$ cat config.mk
export PLATFORM = sky130hd
export DESIGN_NAME = beo_bridge
export DESIGN_NICKNAME = d
export VERILOG_FILES = /design/src/logic/beo_bridge.v /design/src/logic/beo_endian_xlate.v
export VERILOG_INCLUDE_DIRS = /design/src /design/src/logic
export SDC_FILE = /design/constraint.sdc
export NUM_CORES = 1
export LEC_CHECK = 0
export ABC_AREA = 1
export BUFFER_PORTS_ARGS = -buffer_cell sky130_fd_sc_hd__buf_2
export CAP_MARGIN = 20
export CORE_AREA = 2 2 218 220
export CTS_BUF_LIST = sky130_fd_sc_hd__clkbuf_2 sky130_fd_sc_hd__clkbuf_4 sky130_fd_sc_hd__clkbuf_8
export DETAILED_ROUTE_END_ITERATION = 8
export DIE_AREA = 0 0 220 222
export PLACE_DENSITY = 0.68
export SLEW_MARGIN = 20
export SYNTH_ARGS = -nofsm -noshare
export SYNTH_HDL_FRONTEND = slang
export SYNTH_HIERARCHICAL = 1
export SYNTH_SLANG_ARGS = --single-unit
$ cat constraint.sdc
create_clock -name clk_sys -period 3.45 [get_ports clk_sys]
set_input_delay 0.69 -clock clk_sys [delete_from_list [all_inputs] [get_ports clk_sys]]
set_output_delay 0.69 -clock clk_sys [all_outputs]
set_load 0.1 [all_outputs]
$ cat src/logic/beo_map.vh
`ifndef BEO_MAP_VH
`define BEO_MAP_VH

`define BEO_OFS_CTRL    8'h08
`define BEO_OFS_ENABLE  8'h20
`define BEO_OFS_STATUS  8'h24
`define BEO_OFS_EADDR   8'h28
`define BEO_OFS_EATTR   8'h2c

`define BEO_CTRL_LE     0
`define BEO_CTRL_FLUSH  1
`define BEO_EN_MC_LSB   0
`define BEO_EN_INT_LSB  8
`define BEO_EN_DEFAULT_CHECK_TARGET     16
`define BEO_ST_OVF      7
`define BEO_AT_VALID    8

`define BEO_RST_CTRL    2'h0
`define BEO_RST_ENABLE  17'h00000
`define BEO_NUM_SRC     5
`define BEO_MID_NONE    2'h3

`define BEO_SZ_1B       2'h0
`define BEO_SZ_2B       2'h1
`define BEO_SZ_4B       2'h2
`define BEO_SZ_8B       2'h3

`endif
$ cat src/logic/beo_bridge.v
`timescale 1ns/100ps
`include "beo_map.vh"

module beo_bridge #(
   parameter NSRC = `BEO_NUM_SRC
) (
   input  wire            clk_sys,
   input  wire            sys_rst,
   input  wire            clk_en,
   input  wire [7:0]      avs_address,
   input  wire            avs_read,
   input  wire            avs_write,
   input  wire [31:0]     avs_writedata,
   input  wire [3:0]      avs_byteenable,
   output reg  [31:0]     avs_readdata,
   output reg             avs_waitrequest,
   input  wire            dn_valid,
   input  wire [31:0]     dn_addr,
   input  wire [1:0]      dn_size,
   input  wire [63:0]     dn_data,
   input  wire            dn_cfg_addr,
   output reg             dn_pci_valid_q,
   output reg  [31:0]     dn_pci_addr_q,
   output reg  [63:0]     dn_pci_data_q,
   input  wire            up_valid,
   input  wire [31:0]     up_addr,
   input  wire [7:0]      up_be,
   input  wire [63:0]     up_data,
   input  wire            up_iack,
   input  wire            up_local,
   output reg             up_ready_q,
   input  wire            up_out_ready,
   output reg             up_out_valid_q,
   output reg  [31:0]     up_out_addr_q,
   output reg  [1:0]      up_out_size_q,
   output reg  [63:0]     up_out_data_q,
   input  wire            rd_req,
   input  wire            pci_fifo_empty,
   input  wire            pci_post_pending,
   output reg             rd_go_q,
   input  wire [NSRC-1:0] err_event,
   input  wire [31:0]     proc_err_addr,
   input  wire [1:0]      proc_err_mid,
   input  wire [31:0]     pci_err_addr,
   input  wire [1:0]      pci_err_mid,
   output reg  [2:0]      mcheck_q,
   output reg             err_int_q
);

   // ----------------------------------------------------------------
   // Helpers
   // ----------------------------------------------------------------
   function [2:0] low_idx8;
      input [7:0] m;
      integer k;
      begin
         low_idx8 = 3'h0;
         for (k = 7; k >= 0; k = k - 1) begin
            if (m[k]) begin
               low_idx8 = k[2:0];
            end
         end
      end
   endfunction

   function [NSRC-1:0] low_one;
      input [NSRC-1:0] m;
      begin
         low_one = m & (~m + {{(NSRC-1){1'b0}}, 1'b1});
      end
   endfunction

   // Largest naturally aligned piece that starts at lane idx and is fully enabled.
   function [1:0] piece_size;
      input [7:0] m;
      input [2:0] idx;
      reg   [7:0] s;
      begin
         s = m >> idx;
         if (idx == 3'h0 && m == 8'hff) begin
            piece_size = `BEO_SZ_8B;
         end else if (idx[1:0] == 2'h0 && s[3:0] == 4'hf) begin
            piece_size = `BEO_SZ_4B;
         end else if (!idx[0] && s[1:0] == 2'h3) begin
            piece_size = `BEO_SZ_2B;
         end else begin
            piece_size = `BEO_SZ_1B;
         end
      end
   endfunction

   function [7:0] size_mask;
      input [1:0] sz;
      begin
         case (sz)
            `BEO_SZ_1B: size_mask = 8'h01;
            `BEO_SZ_2B: size_mask = 8'h03;
            `BEO_SZ_4B: size_mask = 8'h0f;
            default:    size_mask = 8'hff;
         endcase
      end
   endfunction

   // ----------------------------------------------------------------
   // Register slave
   // ----------------------------------------------------------------
   reg  [1:0]      ctrl_q;
   reg  [16:0]     enable_q;
   reg  [NSRC-1:0] flags_q;
   reg             ovf_q;
   reg  [31:0]     eaddr_q;
   reg  [1:0]      emid_q;
   reg             evalid_q;
   reg  [1:0]      target_q;

   wire        le_mode   = ctrl_q[`BEO_CTRL_LE];
   wire        flush_on  = ctrl_q[`BEO_CTRL_FLUSH];
   wire        acc       = avs_read | avs_write;
   wire        done      = acc & ~avs_waitrequest;
   wire        wr_done   = done & avs_write;
   wire [31:0] be_mask   = {{8{avs_byteenable[3]}}, {8{avs_byteenable[2]}},
                            {8{avs_byteenable[1]}}, {8{avs_byteenable[0]}}};
   wire [31:0] wr_bits   = avs_writedata & be_mask;

   reg [31:0] rd_mux;

   // Registers sit on the processor side only and are never byte-swapped.
   always @* begin
      case (avs_address)
         `BEO_OFS_CTRL:   rd_mux = {30'h0, ctrl_q};
         `BEO_OFS_ENABLE: rd_mux = {15'h0, enable_q};
         `BEO_OFS_STATUS: rd_mux = {24'h0, ovf_q, {(7-NSRC){1'b0}}, flags_q};
         `BEO_OFS_EADDR:  rd_mux = eaddr_q;
         `BEO_OFS_EATTR:  rd_mux = {23'h0, evalid_q, 6'h0, emid_q};
         default:         rd_mux = 32'h0;
      endcase
   end

   // One wait state per access: the answer stands in the cycle after the request is seen.
   always @(posedge clk_sys) begin
      if (sys_rst) begin
         avs_waitrequest <= 1'b1;
         avs_readdata    <= 32'h0;
      end else if (clk_en) begin
         if (acc && avs_waitrequest) begin
            avs_waitrequest <= 1'b0;
            avs_readdata    <= avs_read ? rd_mux : 32'h0;
         end else begin
            avs_waitrequest <= 1'b1;
         end
      end
   end

   always @(posedge clk_sys) begin
      if (sys_rst) begin
         ctrl_q   <= `BEO_RST_CTRL;
         enable_q <= `BEO_RST_ENABLE;
      end else if (clk_en && wr_done) begin
         if (avs_address == `BEO_OFS_CTRL) begin
            ctrl_q <= (ctrl_q & ~be_mask[1:0]) | wr_bits[1:0];
         end
         if (avs_address == `BEO_OFS_ENABLE) begin
            enable_q <= (enable_q & ~be_mask[16:0]) | wr_bits[16:0];
         end
      end
   end

   // ----------------------------------------------------------------
   // Error capture
   // ----------------------------------------------------------------
   wire            st_wr    = wr_done && (avs_address == `BEO_OFS_STATUS);
   wire [NSRC-1:0] clr_f    = st_wr ? wr_bits[NSRC-1:0] : {NSRC{1'b0}};
   wire            clr_o    = st_wr & wr_bits[`BEO_ST_OVF];
   wire [NSRC-1:0] kept     = flags_q & ~clr_f;
   wire            any_err  = |err_event;
   wire [NSRC-1:0] first    = low_one(err_event);
   wire            multi    = |(err_event & ~first);
   wire            take_new = any_err && !(|kept);
   wire [1:0]      src_mid  = first[0] ? proc_err_mid : pci_err_mid;
   wire            src_ok   = |first[2:0];
   wire            default_check_target     = enable_q[`BEO_EN_DEFAULT_CHECK_TARGET];

   // An error in the same cycle as a clear is kept: the clear is applied first.
   always @(posedge clk_sys) begin
      if (sys_rst) begin
         flags_q  <= {NSRC{1'b0}};
         ovf_q    <= 1'b0;
         eaddr_q  <= 32'h0;
         emid_q   <= `BEO_MID_NONE;
         evalid_q <= 1'b0;
         target_q <= 2'h0;
      end else if (clk_en) begin
         if (take_new) begin
            flags_q <= first;
         end else begin
            flags_q <= kept;
         end
         ovf_q <= (ovf_q & ~clr_o) | (any_err & (|kept)) | (take_new & multi);
         if (take_new) begin
            if (first[0]) begin
               eaddr_q <= proc_err_addr;
            end else if (src_ok) begin
               eaddr_q <= pci_err_addr;
            end else begin
               eaddr_q <= 32'h0;
            end
            emid_q   <= src_ok ? src_mid : `BEO_MID_NONE;
            evalid_q <= src_ok;
            if (src_ok && src_mid != `BEO_MID_NONE) begin
               target_q <= src_mid;
            end else begin
               target_q <= {1'b0, default_check_target};
            end
         end
      end
   end

   wire [NSRC-1:0] mc_en  = enable_q[`BEO_EN_MC_LSB +: NSRC];
   wire [NSRC-1:0] int_en = enable_q[`BEO_EN_INT_LSB +: NSRC];

   always @(posedge clk_sys) begin
      if (sys_rst) begin
         mcheck_q  <= 3'h0;
         err_int_q <= 1'b0;
      end else if (clk_en) begin
         if (|(flags_q & mc_en)) begin
            mcheck_q <= 3'h1 << target_q;
         end else begin
            mcheck_q <= 3'h0;
         end
         err_int_q <= |(flags_q & int_en);
      end
   end

   // ----------------------------------------------------------------
   // Processor to PCI path
   // ----------------------------------------------------------------
   wire [2:0]  dn_alo;
   wire [63:0] dn_dout;

   // The config-address register value is carried untouched.
   beo_endian_xlate u_dn_xlate (
      .le_mode  (le_mode),
      .no_swap  (dn_cfg_addr),
      .no_amod  (1'b0),
      .size     (dn_size),
      .addr_in  (dn_addr[2:0]),
      .data_in  (dn_data),
      .addr_out (dn_alo),
      .data_out (dn_dout)
   );

   // Processor masters must issue aligned 1/2/4/8 byte transfers in little-endian.
   always @(posedge clk_sys) begin
      if (sys_rst) begin
         dn_pci_valid_q <= 1'b0;
         dn_pci_addr_q  <= 32'h0;
         dn_pci_data_q  <= 64'h0;
      end else if (clk_en) begin
         dn_pci_valid_q <= dn_valid;
         if (dn_valid) begin
            dn_pci_addr_q <= {dn_addr[31:3], dn_alo};
            dn_pci_data_q <= dn_dout;
         end
      end
   end

   // ----------------------------------------------------------------
   // PCI to processor path with aligned splitting
   // ----------------------------------------------------------------
   localparam S_IDLE  = 2'b01;
   localparam S_SPLIT = 2'b10;

   reg  [1:0]  state_q;
   reg  [7:0]  mask_q;
   reg  [28:0] base_q;
   reg  [63:0] data_q;
   reg         iack_q;
   reg         local_q;

   wire [2:0]  p_idx   = low_idx8(mask_q);
   wire [1:0]  p_sz    = piece_size(mask_q, p_idx);
   wire [7:0]  p_bits  = size_mask(p_sz) << p_idx;
   wire [7:0]  mask_nx = mask_q & ~p_bits;
   wire        can_out = !up_out_valid_q || up_out_ready;
   wire [2:0]  up_alo;
   wire [63:0] up_dout;

   // Interrupt-acknowledge data is swapped in big-endian mode only; its address is left alone.
   beo_endian_xlate u_up_xlate (
      .le_mode  (le_mode),
      .no_swap  (local_q),
      .no_amod  (iack_q),
      .size     (p_sz),
      .addr_in  (p_idx),
      .data_in  (data_q),
      .addr_out (up_alo),
      .data_out (up_dout)
   );

   // Each piece is emitted once the output stage is free; the sender stalls meanwhile.
   always @(posedge clk_sys) begin
      if (sys_rst) begin
         state_q        <= S_IDLE;
         mask_q         <= 8'h0;
         base_q         <= 29'h0;
         data_q         <= 64'h0;
         iack_q         <= 1'b0;
         local_q        <= 1'b0;
         up_ready_q     <= 1'b1;
         up_out_valid_q <= 1'b0;
         up_out_addr_q  <= 32'h0;
         up_out_size_q  <= `BEO_SZ_1B;
         up_out_data_q  <= 64'h0;
      end else if (clk_en) begin
         if (up_out_valid_q && up_out_ready) begin
            up_out_valid_q <= 1'b0;
         end
         case (state_q)
            S_IDLE: begin
               if (up_valid && up_ready_q && up_be != 8'h0) begin
                  mask_q     <= up_be;
                  base_q     <= up_addr[31:3];
                  data_q     <= up_data;
                  iack_q     <= up_iack;
                  local_q    <= up_local;
                  up_ready_q <= 1'b0;
                  state_q    <= S_SPLIT;
               end
            end
            S_SPLIT: begin
               if (can_out) begin
                  up_out_valid_q <= 1'b1;
                  up_out_addr_q  <= {base_q, up_alo};
                  up_out_size_q  <= p_sz;
                  up_out_data_q  <= up_dout;
                  mask_q         <= mask_nx;
                  if (mask_nx == 8'h0) begin
                     up_ready_q <= 1'b1;
                     state_q    <= S_IDLE;
                  end
               end
            end
            default: begin
               state_q    <= S_IDLE;
               up_ready_q <= 1'b1;
            end
         endcase
      end
   end

   // ----------------------------------------------------------------
   // Read ordering
   // ----------------------------------------------------------------
   wire up_busy   = (state_q != S_IDLE) || up_out_valid_q;
   wire drained   = pci_fifo_empty && !pci_post_pending && !up_busy;

   // Grant is a level that follows the request, and with flush on it also waits until drained; it drops with the request.
   always @(posedge clk_sys) begin
      if (sys_rst) begin
         rd_go_q <= 1'b0;
      end else if (clk_en) begin
         if (flush_on) begin
            rd_go_q <= rd_req && drained;
         end else begin
            rd_go_q <= rd_req;
         end
      end
   end

endmodule // beo_bridge

$ cat src/logic/beo_endian_xlate.v
`timescale 1ns/100ps
`include "beo_map.vh"

module beo_endian_xlate (
   input  wire        le_mode,
   input  wire        no_swap,
   input  wire        no_amod,
   input  wire [1:0]  size,
   input  wire [2:0]  addr_in,
   input  wire [63:0] data_in,
   output reg  [2:0]  addr_out,
   output reg  [63:0] data_out
);

   // ----------------------------------------------------------------
   // Address munge and lane reversal
   // ----------------------------------------------------------------
   function [2:0] amod_mask;
      input [1:0] sz;
      begin
         case (sz)
            `BEO_SZ_1B: amod_mask = 3'h7;
            `BEO_SZ_2B: amod_mask = 3'h6;
            `BEO_SZ_4B: amod_mask = 3'h4;
            default:    amod_mask = 3'h0;
         endcase
      end
   endfunction

   integer i;

   always @* begin
      addr_out = addr_in;
      data_out = data_in;
      if (le_mode && !no_amod) begin
         addr_out = addr_in ^ amod_mask(size);
      end
      if (!le_mode && !no_swap) begin
         for (i = 0; i < 8; i = i + 1) begin
            data_out[i*8 +: 8] = data_in[(7-i)*8 +: 8];
         end
      end
   end

endmodule // beo_endian_xlate

; After elaboration in Yosys (flattened, before gate mapping)
; Index checks and enable logic that the tools add are counted.
[totals]
register_bits = 402
latch_bits = 0
ram_bits = 0
mem_bits_ro = 0
in_bits = 333
out_inout_bits = 235
elab_cells = 176
mem_count = 0
[op_classes]
addsub = 1
n_mul = 0
div = 0
n_lt_le_gt_ge = 0
n_eq_ne = 19
shifts = 3
mux = 46
bitwise = 30
reduce_logical = 50
[op_table]
columns = cell, n
row1 = $pmux W32 S5, 1
row2 = $mux W64, 2
row3 = $mux W32, 3
row4 = $mux W3, 13
row5 = $and A17 B17 Y17, 2
row6 = $eq A8 B6 Y1 const B, 4
row7 = $and A5 B5 Y5, 5
row8 = $reduce_or A5 Y1, 5
row9 = $pmux W8 S3, 1
row10 = $pmux W3 S3, 2
row11 = $logic_and A1 B1 Y1, 17
row12 = $not A17 Y17, 1
row13 = $or A17 B17 Y17, 1
row14 = $mux W2, 8
row15 = $mux W8, 2
row16 = $pmux W8 S2, 1
row17 = $not A5 Y5, 3
row18 = $mux W5, 2
row19 = $reduce_and A2 Y1, 5
row20 = $logic_not A1 Y1, 9
row21 = $mux W1, 9
row22 = $and A8 B8 Y8, 1
row23 = $eq A2 B2 Y1 const B, 4
row24 = $eq A8 B4 Y1 const B, 1
row25 = other kinds (28), 47

; Longest topological paths before layout
[logic_depth]
ltp_word = 23
ltp_mapped = 22
depth_no_buf = 21

; Hierarchy
; Netlist, hierarchy kept.
[by_module_without_submodules]
columns = module, instances, cells_per_inst, area_per_inst_um2, seq_area_each_um2
row1 = beo_bridge, 1, 1991, 15361.0, 8027.7
row2 = beo_endian_xlate, 2, 197, 855.8, 0.0

; Least setup slack after synthesis
; OpenSTA, ideal clock, no wires.
[synth_path]
path_type = input port to flip-flop
from = input port avs_address[1]
to = register eaddr_q[24]
setup_ps = 133
arrival_ps = 2454
required_time_ps = 3317
setup_slack_ps = 864
cell_stages = 14
cell_sequence = or2_1 -> nor3_1 -> nand2_1 -> nor3_4 -> nand3_1 -> a22o_1 -> inv_1 -> nand2_1 -> inv_2 -> nand2_2 -> buf_2 -> buf_2 -> nand2_1 -> a31oi_1
[synth_via]
elab_chain_cells = 9
[synth_lines]
columns = element, line_no
row1 = start: declaration, beo_bridge.v:10  ; input wire [7:0] avs_address,
row2 = $eq A8 B6 Y1, -
row3 = $logic_and A1 B1 Y1, beo_bridge.v:171  ; wire st_wr = wr_done && (avs_address == `BEO_OFS_STATUS);
row4 = $mux W5, beo_bridge.v:172  ; wire [NSRC-1:0] clr_f = st_wr ? wr_bits[NSRC-1:0] : {NSRC{1'b0}};
row5 = $not A5 Y5, beo_bridge.v:174  ; wire [NSRC-1:0] kept = flags_q & ~clr_f;
row6 = $and A5 B5 Y5, beo_bridge.v:174
row7 = $reduce_or A5 Y1, beo_bridge.v:178  ; wire take_new = any_err && !(|kept);
row8 = $logic_not A1 Y1, beo_bridge.v:178
row9 = $logic_and A1 B1 Y1, beo_bridge.v:178
row10 = $reduce_and A2 Y1 (no line), -
row11 = end signal: assignment, beo_bridge.v:201  ; eaddr_q <= proc_err_addr;
row12 = end signal: assignment, beo_bridge.v:203  ; eaddr_q <= pci_err_addr;
row13 = end: declaration, beo_bridge.v:111  ; reg [31:0] eaddr_q;
; Every way passes these cells.
; A chain may end at the register's enable or synchronous reset.

==> key figures <==
Clocking
  – Longest Clk Path Bufs: 3
  – H-tree depth: 3
  – # hold bufs at CTS: 0
  – CTS tree: done
  – Root buf cell: clkbuf_8
  – Post-CTS setup buffers: 0
  – Clk Latency, worst-skew pair: 0.62 ns
  – Worst-path clk slew: 0.06 ns
  – Clock sinks: 401
  – CTS Buf Count: 72
  – Post-cts sizing count: 0

Die
  – Row cnt: 79
  – Die area: 48800 um2
  – Initial Utilization: 36.9%
  – Die width: 220 um
  – Top Ports: 568
  – DIE HEIGHT: 222 um
  – Core area: 46300 um2

Cells and area
  – Share of layout cells above drive strength 1: 26.5%
  – Final instance area: 21800 um2
  – Commonest cells after routing, fill and taps aside: buf_2 (547), nor2_1 (435), dfxtp_1 (401)
  – Nets: 3212
  – Commonest non-fill, non-tap cell in the layout: buf_2
  – Layout Area Growth over Synthesis: 27.5%

Routing
  – Antenna violation net count after detailed routing: 0
  – Drt first pass iters: 5
  – DRC: 0
  – First DRT Iteration DRCs: 1226
  – Avg Vias per Cell: 5.04
  – WL per Instance: 16.2 um
  – Drt total wl: 57600 um
  – Total number of vias: 17900

Worst setup path
  – Startpoint class of the critical path: flop
  – Worst Setup End Kind: flop
  – Crit-path max FO: 39
  – Kind of critical path: reg2reg
  – Worst EP required: 3.95 ns
  – Signal arrival time at the worst endpoint: 3.44 ns

Timing
  – Worst Skew: 0.0244 ns
  – Worst-Margin Slew: 1.05 ns
  – Setup tns final: 0 ns
  – Crit path time final: 2.95 ns
  – RSZ-0062 raised after global routing: false
  – Setup violators final: 0
  – Hold Vio Cnt, Final: 0
  – Worst setup margin: 0.505 ns
  – Pins Over Slew Limit: 0
  – Maximum clock rate: 340 MHz
  – Fin crit share: 85.4%
  – Slew HR: 30.2%

Global route
  – Vias in the first global route: 16800
  – First-pass GRT wire length: 88500 um
  – Total grt overflow: 0
  – Largest net degree at the start of global routing: 129
  – Initial antenna violation count: 21
  – GR Util All Layers: 22.7%

Place
  – Post-place setup slack: 0.384 ns
  – Buffers added on ports: 548
  – HPWL Detailed: 40500 um
  – Routability Congestion: 0.909
  – DP Area: 20200 um2

Yosys
  – Post-synth EDFFs: 0
  – Unique masters post-synth: 44
  – Mapped Cells: 2385
  – YS warnings: 6
  – Ys flop type: dfxtp_1
  – Seq/Total Area, Yosys: 47.0%
  – #FFs+latches synth: 401
  – Asr flop ratio synth: 0%
  – Syn_area_per_cell: 7.16 um2
  – Synth Cell Area: 17100 um2

Status
  – Status: finished clean

Job
  – Max cap viols: 0

Power
  – Maximum VDD drop: 0.353 mV
  – Cell Pwr Density: 561 nW/um2
  – Leak: 9.93 nW

Min path
  – Worst min path class: in2reg
cells in the mapped netlist, types with 2 or more instances:
cell | instances | area, um2
a211oi_1 | 3 | 22.5
a21oi_1 | 239 | 1200
a21oi_2 | 21 | 184
a221oi_1 | 5 | 43.8
a22o_1 | 5 | 43.8
a31oi_1 | 36 | 225
and2_1 | 2 | 12.5
buf_1 | 5 | 18.8
buf_12 | 3 | 60.1
buf_2 | 24 | 120
buf_4 | 25 | 188
clkbuf_1 | 109 | 409
clkinv_1 | 5 | 18.8
dfxtp_1 | 401 | 8030
inv_1 | 156 | 586
inv_2 | 4 | 15.0
nand2_1 | 382 | 1430
nand2_2 | 3 | 18.8
nand3_1 | 110 | 551
nand3_2 | 21 | 210
nand4_1 | 3 | 18.8
nor2_1 | 438 | 1640
nor2_4 | 2 | 22.5
nor3_1 | 15 | 75.1
nor4_1 | 4 | 25.0
o211ai_1 | 8 | 60.1
o21ai_0 | 327 | 1640
o21ai_1 | 13 | 65.1
stage by stage:
step                hold WS (ns)  util (%)  instances  power (mW)
detailed placement         0.442      43.7       3412        7.69
global placement           0.437      43.7       3412        7.64
global route               0.276      47.0       3546        12.8
CTS                        0.238      46.9       3534        12.4
finish                     0.313      47.0       3553        12.2
floorplan                  0.425         -       2386        7.05
worst paths after layout:
path,end,cells after the start,slack (ns),startpoint
setup / recovery,base_q[0],15,0.50,mask_q[5]
hold / removal,flop,3,0.31,avs_writedata[6]
setup reg to reg,base_q[0],15,0.50,mask_q[5]
hold reg to reg,up_out_addr_q[17],2,0.44,base_q[14]
cells by family after synthesis:
family,Yosys count,share of synthesized area (%)
compound gates,663,20.7
mux,1,0.0586
simple gates,987,23.9
other cells,1,0.0220
buf+inv,332,8.35
flops,401,47.0
worst max-delay path, cell delays in order, from the launching register on:
cell	delay [ns]
dfxtp_1	0.37
nor2_1	0.13
o21ai_1	0.09
a21oi_2	0.30
inv_1	0.15
nand2_1	0.10
nand2_1	0.07
nand2_1	0.08
nand2_2	0.07
o21ai_2	0.14
nand2_1	0.09
nand4_2	0.13
nand3_4	0.48
buf_12	0.38
o21ai_0	0.18
a21oi_1	0.06
per-layer routing:
metal  GRT usage, %  vias up  share of wire (%)
met5              0        -              0.071
met4           12.6        6                4.2
met3           5.24      152                7.8
met2           37.8      675                 48
met1           26.8     8240                 40
li1               -     8819                  -
area by class of cell:
class / instances / area [um2]
Antenna cell: 19 / 47.5
Clock buffer: 112 / 1400
Clock inverter: 10 / 95.1
Fill cell: 4709 / 24500
Inverter: 165 / 624
Multi-Input combinational cell: 1653 / 7660
Sequential cell: 401 / 8030
Tap cell: 607 / 759
Timing Repair Buffer: 586 / 3160
report_power, final:
group	total (mW)	leakage, nW	internal, mW	switching, mW
Combinational	2.52	5.86	0.639	1.88
Sequential	5.08	3.27	4.92	0.157
Clock	4.62	0.795	2.65	1.97
sequential cells by signal (all words and copies together) (netlist names), 2 cells and up, named ones only:
| name | count |
|---|---|
| avs_readdata | 32 |
| dn_pci_data_q | 64 |
| mcheck_q | 3 |
| emid_q | 2 |
| target_q | 2 |
| eaddr_q | 32 |
| mask_q | 8 |
| flags_q | 5 |
| up_out_size_q | 2 |
| dn_pci_addr_q | 32 |
| up_out_data_q | 64 |
| state_q | 2 |
| data_q | 64 |
| base_q | 29 |
| up_out_addr_q | 32 |
Note: power is estimated with default switching activity, not from simulation.
